### src/core/dsp_defines.svh
`ifndef DSP_DEFINES_SVH
`define DSP_DEFINES_SVH

// Register offsets on the register port
`define REG_CORE_CTRL 2'h0
`define REG_CTX_STAT 2'h1
`define REG_DSP_STAT 2'h2

// Core control field positions
`define CC_US_HI 13
`define CC_US_LO 12
`define CC_ACC_A_SATURATE_ENABLE 7
`define CC_ACC_B_SATURATE_ENABLE 6
`define CC_WRITE_SATURATE_ENABLE 5
`define CC_SATURATION_MODE_SELECT 4
`define CC_IPLX 3
`define CC_SFA 2
`define CC_RND 1
`define CC_IF 0
`define CORE_CTRL_RST 16'h0020

// Context status field positions
`define CTX_CUR_HI 10
`define CTX_CUR_LO 8
`define CTX_MAN_HI 2
`define CTX_MAN_LO 0
`define CTX_MAX 3'h2

// Accumulator status field positions
`define ST_OA 3
`define ST_OB 2
`define ST_SA 1
`define ST_SB 0

// Priority level above which the extension bit is set
`define PRIO_BASE_MAX 4'h7

// Divider iterations, one per divisor bit
`define DIV_STEPS 5'h10

`endif

### src/core/dsp_pkg.sv
package dsp_pkg;

	typedef enum logic [4:0] {
		OP_NOP, OP_ADD, OP_SUB, OP_AND, OP_IOR, OP_XOR, OP_SHL, OP_LSR,
		OP_ASR, OP_MUL, OP_DIV, OP_CLR, OP_ED, OP_SQUARED_DIFFERENCE_ACCUM_OP, OP_MAC,
		OP_PREFETCH_MOVE_OP, OP_MPY, OP_MPYN, OP_MSC, OP_AADD, OP_ASUB, OP_ANEG
	} op_t;

	typedef enum logic [2:0] {
		MUL_SS, MUL_UU, MUL_SU, MUL_US, MUL_SLIT, MUL_ULIT, MUL_UB8
	} mul_mode_t;

	typedef struct packed {
		logic valid;
		op_t op;
		logic byte_mode;
		mul_mode_t mmode;
		logic div_signed;
		logic div_long;
		logic acc_b;
		logic wb_en;
		logic [15:0] x;
		logic [15:0] y;
		logic [15:0] x_hi;
	} req_t;

	typedef struct packed {
		logic [3:0] prio_level;
		logic [2:0] cur_ctx;
		logic man_sel;
		logic [2:0] man_ctx;
		logic sfa_set;
		logic sfa_clr;
		logic [15:0] ptr_ea;
		logic [7:0] rd_page;
		logic [7:0] wr_page;
		logic ptr_wr;
	} ctx_in_t;

	typedef struct packed {
		logic wr;
		logic rd;
		logic [1:0] addr;
		logic [15:0] wdata;
	} bus_req_t;

	typedef struct packed {
		logic c;
		logic z;
		logic n;
		logic ov;
		logic dc;
	} flags_t;

	typedef struct packed {
		logic [1:0] us;
		logic acc_a_saturate_enable;
		logic acc_b_saturate_enable;
		logic write_saturate_enable;
		logic saturation_mode_select;
		logic rnd;
		logic imode;
	} ctrl_t;

	typedef struct packed {
		logic valid;
		logic [15:0] lo;
		logic [15:0] hi;
		flags_t fl;
		flags_t upd;
		logic div_done;
		logic wb_valid;
		logic [15:0] wb_data;
	} res_t;

	typedef struct packed {
		ctrl_t ctl;
		logic stack_frame_active;
		logic iplx;
		logic [2:0] cctx;
		logic [2:0] mctx;
		logic [39:0] accumulator_a;
		logic [39:0] accumulator_b;
		logic oa;
		logic ob;
		logic sa;
		logic sb;
		logic dbusy;
		logic [4:0] dcnt;
		logic [16:0] dpart;
		logic [15:0] dlo;
		logic [15:0] dvsr;
		logic qneg;
		logic rneg;
		res_t res;
		logic [15:0] rdata;
		logic [23:0] ptr_addr;
	} st_t;

endpackage

### src/core/cpu_alu_dsp_datapath.sv
// Overview of operation
// [RULE_01] Extension bit set when priority exceeds seven
// [RULE_02] Active stack frame: pointers ignore page registers
// [RULE_03] Rounding select one biased, zero convergent
// [RULE_04] Multiply mode one integer, zero fractional
// [RULE_05] Current context field bits 10:8, read-only
// [RULE_06] Manual context field bits 2:0
// [RULE_07] Sixteen-bit ALU, add, subtract, shift, logic
// [RULE_08] Flags C Z N OV DC, borrow on subtract
// [RULE_09] Byte or word operand width per instruction
// [RULE_10] 17x17 multiplier, all listed sign modes
// [RULE_11] Signed/unsigned 32/16 and 16/16 division
// [RULE_12] Quotient to register zero, remainder one
// [RULE_13] Any divisor register, aligned dividend pair
// [RULE_14] One divider cycle per divisor bit
// [RULE_15] Multiplier, 40-bit shifter, adder, two accumulators; the datapath has no 40-bit accumulator shifter
// [RULE_16] Accumulator add, subtract, negate need no data
// [RULE_17] Listed accumulator operations, selective write-back
// [RULE_18] Sign, saturation enables and mode honoured
// [RULE_19] Sign field: 00 signed, 01 unsigned, 10 mixed
// [RULE_20] Saturation mode one 9.31, zero 1.31
// [RULE_21] Reserved context codes never shown, unused bits zero
//
// Chosen here: strobed register access and the register addresses.
`timescale 1ns/1ns
`include "dsp_defines.svh"

module cpu_alu_dsp_datapath (
	input wire logic mclk,
	input wire logic rst_b,
	input wire dsp_pkg::bus_req_t bus,
	output logic [15:0] bus_rdata,
	input wire dsp_pkg::req_t req,
	input wire dsp_pkg::ctx_in_t ctx,
	output dsp_pkg::res_t res,
	output logic busy,
	output logic [39:0] accumulator_a,
	output logic [39:0] accumulator_b,
	output logic [23:0] ptr_addr,
	output logic prio_ext
);

	// ****************************************
	// Arithmetic helpers
	// ****************************************

	// Widen a 16-bit operand to 17 bits, signed or not
	function automatic logic [16:0] ext17(input logic [15:0] v,
		input logic s);
		ext17 = {s & v[15], v};
	endfunction

	// Shared 17x17 signed multiplier
	function automatic logic [33:0] mul17(input logic [16:0] a,
		input logic [16:0] b);
		mul17 = 34'($signed(a) * $signed(b));
	endfunction

	// Clamp a 41-bit sum into the accumulator
	function automatic logic [39:0] sat40(input logic [40:0] v,
		input logic en, input logic sup);
		logic ov41;
		logic ov32;
		ov41 = v[40] ^ v[39];
		ov32 = ~((&v[39:31]) | ~(|v[39:31]));
		sat40 = v[39:0];
		if (en && ov41) begin
			sat40 = sup ? {v[40], {39{~v[40]}}}
				: {{9{v[40]}}, {31{~v[40]}}};
		end else if (en && !sup && ov32) begin
			sat40 = {{9{v[40]}}, {31{~v[40]}}};
		end
	endfunction

	// Round an accumulator to a 16-bit word for data writes
	function automatic logic [15:0] rnd16(input logic [39:0] a,
		input logic biased, input logic write_saturate_enable);
		logic inc;
		logic [23:0] r;
		inc = biased ? a[15] : (a[15] & ((|a[14:0]) | a[16]));
		r = a[39:16] + {23'h000000, inc};
		rnd16 = r[15:0];
		if (write_saturate_enable && ((&r[23:15]) == 1'b0) && ((|r[23:15]) == 1'b1))
			rnd16 = r[23] ? 16'h8000 : 16'h7FFF;
	endfunction

	// ****************************************
	// State
	// ****************************************

	dsp_pkg::st_t st_q;
	dsp_pkg::st_t st_d;

	// Working signals of the next-state process
	logic [15:0] bx;
	logic [15:0] bb;
	logic [16:0] sum;
	logic [15:0] rv;
	logic [3:0] sh;
	logic carry;
	logic dcar;
	logic am;
	logic bm;
	logic msb;
	logic sx;
	logic sy;
	logic [16:0] ma;
	logic [16:0] mb;
	logic [16:0] dif;
	logic [33:0] prod;
	logic [39:0] p40;
	logic [39:0] cur;
	logic [39:0] oth;
	logic [40:0] s41;
	logic [39:0] nacc;
	logic sat_en;
	logic [31:0] dvd;
	logic dneg;
	logic [17:0] trial;
	logic ge;
	logic [16:0] npart;
	logic [15:0] nlo;
	logic [15:0] aw;

	// ****************************************
	// Next state
	// ****************************************

	always_comb begin
		st_d = st_q;
		bx = 16'h0000;
		bb = 16'h0000;
		sum = 17'h00000;
		rv = 16'h0000;
		sh = req.y[3:0];
		carry = 1'b0;
		dcar = 1'b0;
		am = 1'b0;
		bm = 1'b0;
		msb = 1'b0;
		sx = 1'b0;
		sy = 1'b0;
		ma = 17'h00000;
		mb = 17'h00000;
		dif = 17'h00000;
		prod = 34'h000000000;
		p40 = 40'h0000000000;
		cur = req.acc_b ? st_q.accumulator_b : st_q.accumulator_a;
		oth = req.acc_b ? st_q.accumulator_a : st_q.accumulator_b;
		s41 = {cur[39], cur};
		nacc = cur;
		sat_en = req.acc_b ? st_q.ctl.acc_b_saturate_enable : st_q.ctl.acc_a_saturate_enable;
		dvd = 32'h00000000;
		dneg = 1'b0;
		trial = 18'h00000;
		ge = 1'b0;
		npart = 17'h00000;
		nlo = 16'h0000;
		aw = req.byte_mode ? {8'h00, req.x[7:0]} : req.x;
		st_d.res.valid = 1'b0;
		st_d.res.div_done = 1'b0;
		st_d.res.wb_valid = 1'b0;
		st_d.res.upd = '0;
		st_d.rdata = 16'h0000;

		// [RULE_01] Priority extension status
		st_d.iplx = ctx.prio_level > `PRIO_BASE_MAX;
		// [RULE_05] [RULE_21] Current context, reserved codes dropped
		if (ctx.cur_ctx <= `CTX_MAX)
			st_d.cctx = ctx.cur_ctx;
		// [RULE_06] Manual context from the sequencer
		if (ctx.man_sel && ctx.man_ctx <= `CTX_MAX)
			st_d.mctx = ctx.man_ctx;
		if (ctx.sfa_set)
			st_d.stack_frame_active = 1'b1;
		else if (ctx.sfa_clr)
			st_d.stack_frame_active = 1'b0;

		// [RULE_02] Frame and stack pointer address space
		if (st_q.stack_frame_active || !ctx.ptr_ea[15])
			st_d.ptr_addr = {8'h00, ctx.ptr_ea};
		else
			st_d.ptr_addr = {1'b0, ctx.ptr_wr ? ctx.wr_page : ctx.rd_page,
				ctx.ptr_ea[14:0]};

		// Register port writes
		if (bus.wr) begin
			unique case (bus.addr)
				`REG_CORE_CTRL: begin
					st_d.ctl.us = bus.wdata[`CC_US_HI:`CC_US_LO];
					st_d.ctl.acc_a_saturate_enable = bus.wdata[`CC_ACC_A_SATURATE_ENABLE];
					st_d.ctl.acc_b_saturate_enable = bus.wdata[`CC_ACC_B_SATURATE_ENABLE];
					st_d.ctl.write_saturate_enable = bus.wdata[`CC_WRITE_SATURATE_ENABLE];
					st_d.ctl.saturation_mode_select = bus.wdata[`CC_SATURATION_MODE_SELECT];
					st_d.ctl.rnd = bus.wdata[`CC_RND];
					st_d.ctl.imode = bus.wdata[`CC_IF];
				end
				`REG_CTX_STAT: begin
					// [RULE_21] Reserved manual code ignored
					if (bus.wdata[1:0] != 2'h3)
						st_d.mctx = {1'b0, bus.wdata[1:0]};
				end
				`REG_DSP_STAT: begin
					st_d.sa = st_q.sa & bus.wdata[`ST_SA];
					st_d.sb = st_q.sb & bus.wdata[`ST_SB];
				end
				default: ;
			endcase
		end

		// Register port reads, answered next cycle
		if (bus.rd) begin
			unique case (bus.addr)
				`REG_CORE_CTRL: begin
					st_d.rdata[`CC_US_HI:`CC_US_LO] = st_q.ctl.us;
					st_d.rdata[`CC_ACC_A_SATURATE_ENABLE] = st_q.ctl.acc_a_saturate_enable;
					st_d.rdata[`CC_ACC_B_SATURATE_ENABLE] = st_q.ctl.acc_b_saturate_enable;
					st_d.rdata[`CC_WRITE_SATURATE_ENABLE] = st_q.ctl.write_saturate_enable;
					st_d.rdata[`CC_SATURATION_MODE_SELECT] = st_q.ctl.saturation_mode_select;
					st_d.rdata[`CC_IPLX] = st_q.iplx;
					st_d.rdata[`CC_SFA] = st_q.stack_frame_active;
					st_d.rdata[`CC_RND] = st_q.ctl.rnd;
					st_d.rdata[`CC_IF] = st_q.ctl.imode;
				end
				`REG_CTX_STAT: begin
					// [RULE_21] Unused bits read zero
					st_d.rdata[`CTX_CUR_HI:`CTX_CUR_LO] = st_q.cctx;
					st_d.rdata[`CTX_MAN_HI:`CTX_MAN_LO] = st_q.mctx;
				end
				`REG_DSP_STAT: begin
					st_d.rdata[`ST_OA] = st_q.oa;
					st_d.rdata[`ST_OB] = st_q.ob;
					st_d.rdata[`ST_SA] = st_q.sa;
					st_d.rdata[`ST_SB] = st_q.sb;
				end
				default: ;
			endcase
		end

		// DSP multiplier operands
		// [RULE_19] Sign field decode, reserved code as signed
		sx = st_q.ctl.us != 2'h1;
		sy = st_q.ctl.us == 2'h0 || st_q.ctl.us == 2'h3;
		// [RULE_15] Shared multiplier, squared difference path
		if (req.op == dsp_pkg::OP_ED || req.op == dsp_pkg::OP_SQUARED_DIFFERENCE_ACCUM_OP) begin
			dif = 17'({req.x[15], req.x} - {req.y[15], req.y});
			prod = mul17(dif, dif);
		end else begin
			prod = mul17(ext17(req.x, sx), ext17(req.y, sy));
		end
		// [RULE_04] Integer or fractional product
		if (st_q.ctl.imode)
			p40 = {{6{prod[33]}}, prod};
		else
			p40 = {{6{prod[32]}}, prod[32:0], 1'b0};

		if (req.valid && !st_q.dbusy) begin
			unique case (req.op)
				// [RULE_07] [RULE_09] Add and subtract, byte or word
				dsp_pkg::OP_ADD, dsp_pkg::OP_SUB: begin
					bx = req.byte_mode ? {8'h00, req.y[7:0]} : req.y;
					bb = (req.op == dsp_pkg::OP_SUB) ? ~bx : bx;
					if (req.byte_mode)
						bb[15:8] = 8'h00;
					sum = {1'b0, aw} + {1'b0, bb}
						+ {16'h0000, req.op == dsp_pkg::OP_SUB};
					// [RULE_08] Carry is not-borrow on subtract
					carry = req.byte_mode ? sum[8] : sum[16];
					dcar = req.byte_mode
						? (5'({1'b0, aw[3:0]} + {1'b0, bb[3:0]})
						+ {4'h0, req.op == dsp_pkg::OP_SUB}) > 5'h0F
						: (9'({1'b0, aw[7:0]} + {1'b0, bb[7:0]})
						+ {8'h00, req.op == dsp_pkg::OP_SUB}) > 9'h0FF;
					am = req.byte_mode ? aw[7] : aw[15];
					bm = req.byte_mode ? bb[7] : bb[15];
					rv = req.byte_mode ? {8'h00, sum[7:0]} : sum[15:0];
					msb = req.byte_mode ? rv[7] : rv[15];
					st_d.res.fl.c = carry;
					st_d.res.fl.dc = dcar;
					st_d.res.fl.ov = (am == bm) && (msb != am);
					st_d.res.upd = '1;
				end
				// [RULE_07] Logic operations and shifts
				dsp_pkg::OP_AND: rv = aw & req.y;
				dsp_pkg::OP_IOR: rv = aw | req.y;
				dsp_pkg::OP_XOR: rv = aw ^ req.y;
				dsp_pkg::OP_SHL: rv = aw << sh;
				dsp_pkg::OP_LSR: rv = aw >> sh;
				dsp_pkg::OP_ASR: begin
					if (req.byte_mode)
						rv = {8'h00, 8'($signed(aw[7:0]) >>> sh)};
					else
						rv = 16'($signed(aw) >>> sh);
				end
				// [RULE_10] Integer multiply modes
				dsp_pkg::OP_MUL: begin
					unique case (req.mmode)
						dsp_pkg::MUL_SS: begin
							ma = ext17(req.x, 1'b1);
							mb = ext17(req.y, 1'b1);
						end
						dsp_pkg::MUL_UU: begin
							ma = ext17(req.x, 1'b0);
							mb = ext17(req.y, 1'b0);
						end
						dsp_pkg::MUL_SU: begin
							ma = ext17(req.x, 1'b1);
							mb = ext17(req.y, 1'b0);
						end
						dsp_pkg::MUL_US: begin
							ma = ext17(req.x, 1'b0);
							mb = ext17(req.y, 1'b1);
						end
						dsp_pkg::MUL_SLIT: begin
							ma = ext17(req.x, 1'b1);
							mb = {12'h000, req.y[4:0]};
						end
						dsp_pkg::MUL_ULIT: begin
							ma = ext17(req.x, 1'b0);
							mb = {12'h000, req.y[4:0]};
						end
						dsp_pkg::MUL_UB8: begin
							ma = {9'h000, req.x[7:0]};
							mb = {9'h000, req.y[7:0]};
						end
						default: ;
					endcase
					prod = mul17(ma, mb);
					st_d.res.valid = 1'b1;
					st_d.res.lo = prod[15:0];
					st_d.res.hi = prod[31:16];
				end
				// [RULE_11] [RULE_13] Divide start, magnitudes
				dsp_pkg::OP_DIV: begin
					dvd = req.div_long ? {req.x_hi, req.x}
						: {{16{req.div_signed & req.x[15]}}, req.x};
					dneg = req.div_signed & dvd[31];
					if (dneg)
						dvd = 32'(-dvd);
					st_d.dpart = {1'b0, dvd[31:16]};
					st_d.dlo = dvd[15:0];
					st_d.dvsr = (req.div_signed & req.y[15])
						? 16'(-req.y) : req.y;
					st_d.qneg = dneg ^ (req.div_signed & req.y[15]);
					st_d.rneg = dneg;
					st_d.dcnt = `DIV_STEPS;
					st_d.dbusy = 1'b1;
				end
				// [RULE_17] Accumulator operation table
				dsp_pkg::OP_CLR: s41 = 41'h00000000000;
				dsp_pkg::OP_ED, dsp_pkg::OP_MPY: s41 = {p40[39], p40};
				dsp_pkg::OP_SQUARED_DIFFERENCE_ACCUM_OP, dsp_pkg::OP_MAC:
					s41 = {cur[39], cur} + {p40[39], p40};
				dsp_pkg::OP_PREFETCH_MOVE_OP: s41 = {cur[39], cur};
				dsp_pkg::OP_MPYN: s41 = 41'(-{p40[39], p40});
				dsp_pkg::OP_MSC:
					s41 = {cur[39], cur} - {p40[39], p40};
				// [RULE_16] Accumulator to accumulator operations
				dsp_pkg::OP_AADD: s41 = {cur[39], cur} + {oth[39], oth};
				dsp_pkg::OP_ASUB: s41 = {cur[39], cur} - {oth[39], oth};
				dsp_pkg::OP_ANEG: s41 = 41'(-{cur[39], cur});
				default: ;
			endcase

			// [RULE_08] Zero and negative on ALU results
			if (req.op inside {dsp_pkg::OP_ADD, dsp_pkg::OP_SUB,
				dsp_pkg::OP_AND, dsp_pkg::OP_IOR, dsp_pkg::OP_XOR,
				dsp_pkg::OP_SHL, dsp_pkg::OP_LSR, dsp_pkg::OP_ASR}) begin
				if (req.byte_mode)
					rv[15:8] = 8'h00;
				st_d.res.valid = 1'b1;
				st_d.res.lo = rv;
				st_d.res.hi = 16'h0000;
				st_d.res.fl.z = rv == 16'h0000;
				st_d.res.fl.n = req.byte_mode ? rv[7] : rv[15];
				st_d.res.upd.z = 1'b1;
				st_d.res.upd.n = 1'b1;
			end

			if (req.op >= dsp_pkg::OP_CLR) begin
				// [RULE_18] [RULE_20] Saturation per accumulator
				nacc = sat40(s41, sat_en, st_q.ctl.saturation_mode_select);
				if (req.acc_b) begin
					st_d.accumulator_b = nacc;
					st_d.ob = (s41[40] ^ s41[39]) |
						~((&nacc[39:31]) | ~(|nacc[39:31]));
					st_d.sb = st_d.sb | (nacc != s41[39:0]);
				end else begin
					st_d.accumulator_a = nacc;
					st_d.oa = (s41[40] ^ s41[39]) |
						~((&nacc[39:31]) | ~(|nacc[39:31]));
					st_d.sa = st_d.sa | (nacc != s41[39:0]);
				end
				// [RULE_17] [RULE_03] Rounded write-back of other acc
				if (req.wb_en && req.op inside {dsp_pkg::OP_CLR,
					dsp_pkg::OP_MAC, dsp_pkg::OP_PREFETCH_MOVE_OP,
					dsp_pkg::OP_MSC}) begin
					st_d.res.wb_valid = 1'b1;
					st_d.res.wb_data = rnd16(oth, st_q.ctl.rnd,
						st_q.ctl.write_saturate_enable);
				end
			end
		end

		// [RULE_14] Restoring divide, one step per divisor bit
		if (st_q.dbusy) begin
			trial = {st_q.dpart, st_q.dlo[15]};
			ge = trial >= {2'b00, st_q.dvsr};
			npart = ge ? 17'(trial - {2'b00, st_q.dvsr}) : trial[16:0];
			nlo = {st_q.dlo[14:0], ge};
			st_d.dpart = npart;
			st_d.dlo = nlo;
			st_d.dcnt = st_q.dcnt - 5'h01;
			if (st_q.dcnt == 5'h01) begin
				// [RULE_12] Quotient low word, remainder high word
				st_d.dbusy = 1'b0;
				st_d.res.valid = 1'b1;
				st_d.res.div_done = 1'b1;
				st_d.res.lo = st_q.qneg ? 16'(-nlo) : nlo;
				st_d.res.hi = st_q.rneg ? 16'(-npart[15:0])
					: npart[15:0];
			end
		end
	end

	// ****************************************
	// State register
	// ****************************************

	always_ff @(posedge mclk or negedge rst_b) begin
		if (!rst_b) begin
			st_q <= '0;
			st_q.ctl.write_saturate_enable <= 1'(`CORE_CTRL_RST >> `CC_WRITE_SATURATE_ENABLE);
		end else begin
			st_q <= st_d;
		end
	end

	// Outputs straight from the state register
	assign bus_rdata = st_q.rdata;
	assign res = st_q.res;
	assign busy = st_q.dbusy;
	assign accumulator_a = st_q.accumulator_a;
	assign accumulator_b = st_q.accumulator_b;
	assign ptr_addr = st_q.ptr_addr;
	assign prio_ext = st_q.iplx;

endmodule // cpu_alu_dsp_datapath

### config.mk
export PLATFORM = sky130hd
export DESIGN_NAME = cpu_alu_dsp_datapath
export DESIGN_NICKNAME = d
export VERILOG_FILES = /design/src/core/dsp_pkg.sv /design/src/core/cpu_alu_dsp_datapath.sv
export VERILOG_INCLUDE_DIRS = /design/src /design/src/core
export SDC_FILE = /design/constraint.sdc
export NUM_CORES = 2
export LEC_CHECK = 0
export BUFFER_PORTS_ARGS = -buffer_cell sky130_fd_sc_hd__buf_2
export CAP_MARGIN = 25
export CORE_MARGIN = 1.5
export CORE_UTILIZATION = 40
export CTS_CLUSTER_DIAMETER = 120
export DETAILED_ROUTE_END_ITERATION = 10
export REMOVE_ABC_BUFFERS = 1
export SYNTH_ARGS = -nofsm -noshare
export SYNTH_HDL_FRONTEND = slang
export SYNTH_SLANG_ARGS = --single-unit
### constraint.sdc
create_clock -name mclk -period 33.6 [get_ports mclk]
set_clock_uncertainty 0.15 [all_clocks]
set_input_delay 1.68 -clock mclk [delete_from_list [all_inputs] [get_ports mclk]]
set_output_delay 1.68 -clock mclk [all_outputs]
set_load 0.01 [all_outputs]
==> flow_summary.toml <==
[detailed_routing]
viasPerCell = 5.740
dr.pass1.iters = 9
vias = 51500
remaining_drc_errors = 0
postRouteAntennaNets = 0
wl_per_cell_um = 22.78
drtIter0Drc = 4487
wl_mm = 204.4

[cts]
htreeDepth = 2
postCtsHoldBufs = 0
clk_pin_slew_ns = 0.06
clock-root-buffer = "clkbuf_16"
cts_tree = "yes"
clock_latency_ns = 0.61
cts_buffers = 34
ctsResizeCount = 0
post-cts-setup-buffer-count = 0
clock-sinks = 251
cts_buffer_depth = 3

[cells_and_area]
layout_common_cells = "1018 x inv_1, 848 x fa_1, 733 x nand2_1"
fin_area_um2 = 62510
finalNetCount = 8398
nFillCells = 14700
drive_gt1_share_pct = 10.39
area_growth_pct = 5.888
finish.utilization_pct = 42.79
final_common_cell = "inv_1"

[setup_path]
rr_endpoint = "accumulator_b[29]"
critPathLaunchType = "input port"
reg2reg_depth = 39
crit_required_ns = 33.94
crit_arrival_ns = 18.97
cpMaxStageDelayCell = "or4b_2"
critPathMaxStageDelay_ns = 0.85
reg2reg_slack_ns = 19.41
path_class = "input port to register"
crit_fanout = 39
worstReg2RegStart = "st_q[257]"
worstSetupEndpointType = "register"

[timing]
max_freq_mhz = 53.68
tightestPinTransition_ns = 1.222
hold_violations = 0
period_share_pct = 55.44
slew_violations = 0
period_needed_ns = 18.63
setup_tns_ns = 0
setup_viol = 0
slew_headroom_pct = 18.54
rsz0062_at_grt = "no"

[global_route]
grt_pass1_vias = 52110
grt_pass1_wl_mm = 313.9
track_usage_pct = 26.99
antenna_found_initial = 2
grt-ovfl-total = 0
grt_max_degree = 134

[placed_design]
dpl.hpwl_mm = 160.0
placed_area_um2 = 61280
gp_congestion = 0.9610
port_buffers = 297

[yosys]
synthFlopType = "dfrtp_1"
syn_area_um2 = 59030
synth_edf_count = 0
synthCells = 7097
ys_seq_elements = 251
async_reset_ff_share_pct = 100.0
ys_seq_area_share_pct = 10.64
synth_cell_types = 108
yosysWarnings = 0
syn_avg_cell_area_um2 = 8.318

[floorplan]
core-area_um2 = 146100
die_h_um = 387.2
dieArea_um2 = 149900
initial_core_util_pct = 40.41
fp-row-count = 140
io_pins = 313
dieWidth_um = 387.2

[run]
cap_violations = 0

[min_path]
min_from = "res[27]"
whs_endpoint = "res[27]"
hp-class = "register to register"
whs_path_depth = 1

[run_status]
status = "completed"
-- worst max-delay path: cells and delay by family --
family	cells	cell delay, ns
and+or+nand+nor	17	4.84
buffers and inverters	9	2.33
adders and majority gates	9	4.04
xor gates and xnor gates	3	1.24
muxes	2	0.69
AOI/OAI and AO/OA	22	4.07
-- synthesized netlist by cell type (13+ instances only) --
library cell | n | area, µm²
inv_1 | 1018 | 3821
fa_1 | 848 | 16980
nand2_1 | 733 | 2751
nor2_1 | 519 | 1948
ha_1 | 393 | 4917
o21ai_0 | 339 | 1697
a21oi_1 | 326 | 1632
clkbuf_1 | 292 | 1096
dfrtp_1 | 250 | 6256
xnor2_1 | 236 | 2067
nor3_1 | 205 | 1026
buf_4 | 185 | 1389
mux2i_1 | 146 | 1461
nand3_1 | 146 | 730.7
mux2_2 | 123 | 1385
xor2_1 | 114 | 998.5
and2_1 | 113 | 706.9
a211oi_1 | 74 | 555.5
a21o_1 | 74 | 555.5
and3_1 | 69 | 431.7
buf_1 | 52 | 195.2
o21a_1 | 51 | 382.9
o22ai_1 | 49 | 306.5
o211ai_1 | 46 | 345.3
or2_2 | 46 | 287.8
a221oi_1 | 45 | 394.1
a31oi_1 | 45 | 281.5
nand2b_1 | 45 | 281.5
or3_1 | 43 | 269.0
nor2b_1 | 36 | 225.2
o21bai_1 | 29 | 217.7
nor4_1 | 27 | 168.9
o221ai_1 | 27 | 236.5
o31ai_1 | 26 | 195.2
nand4_1 | 21 | 131.4
or4_1 | 19 | 142.6
a21boi_0 | 18 | 135.1
a22oi_1 | 17 | 127.6
nor3b_1 | 13 | 97.59
o21ai_1 | 13 | 65.06
-- registers in the layout, indices dropped and copies added (netlist names) --
| register | cells |
|---|---|
| accumulator_b | 40 |
| st_q | 75 |
| accumulator_a | 40 |
| prio_ext | 1 |
| busy | 1 |
| ptr_addr | 23 |
| res | 58 |
| bus_rdata | 13 |
-- worst max path at each step --
stage                        from                 to  slack [ns]  cells after the start
after floorplan           req[18]  accumulator_a[29]       17.39                     58
after global placement    req[33]  accumulator_b[19]       14.76                     60
after detailed placement  req[33]  accumulator_b[19]       14.64                     60
after CTS                 req[33]  accumulator_b[29]       15.21                     60
after global routing      req[33]  accumulator_b[29]       14.24                     62
final                     req[33]  accumulator_b[29]       14.97                     62
-- layer usage --
metal  track usage, %  up-vias  share of wire, %
met4            10.99        0               4.8
met5                0        -                 0
li1                 -    23080                 -
met2            45.30     2178                47
met3            3.988      471               7.5
met1            34.75    25780                40
-- metrics by stage --
stage               setup WS, ns  std cells  hold WS (ns)
floorplan                  17.39       6560        0.3058
global placement           14.76       8898        0.3145
detailed placement         14.64       8902        0.3182
CTS                        15.21       8963        0.3331
global route               14.24       8969        0.3561
finish                     14.97       8972        0.3267
-- area by class of cell --
type | instances | area, µm² | share of cell area, %
antenna | 3 | 7.507 | 0.01201
clock buffer | 43 | 924.6 | 1.479
clock inverter | 18 | 244.0 | 0.3903
inverter | 1034 | 3881 | 6.209
multi-input combinational | 5275 | 46240 | 73.97
sequential | 251 | 6285 | 10.05
tap | 1917 | 2399 | 3.837
timing repair buffer | 431 | 2532 | 4.051
-- cells by family (layout without fill, tap and decap cells) --
kind of cell / after synthesis / in the layout / synth area share [%]
simple gates: 2077 / 2077 / 16.31
buf+inv: 1574 / 1526 / 11.25
compound gates: 1328 / 1328 / 14.50
fa+ha+maj: 1241 / 1241 / 37.09
xor+xnor: 352 / 352 / 5.269
mux: 273 / 273 / 4.941
flops: 251 / 251 / 10.64
other cells: 1 / 7 / 0.006352
Power is left out: the tool's default activity adds up to more than one toggle a clock period on the data nets, which glitch-free logic cannot reach.
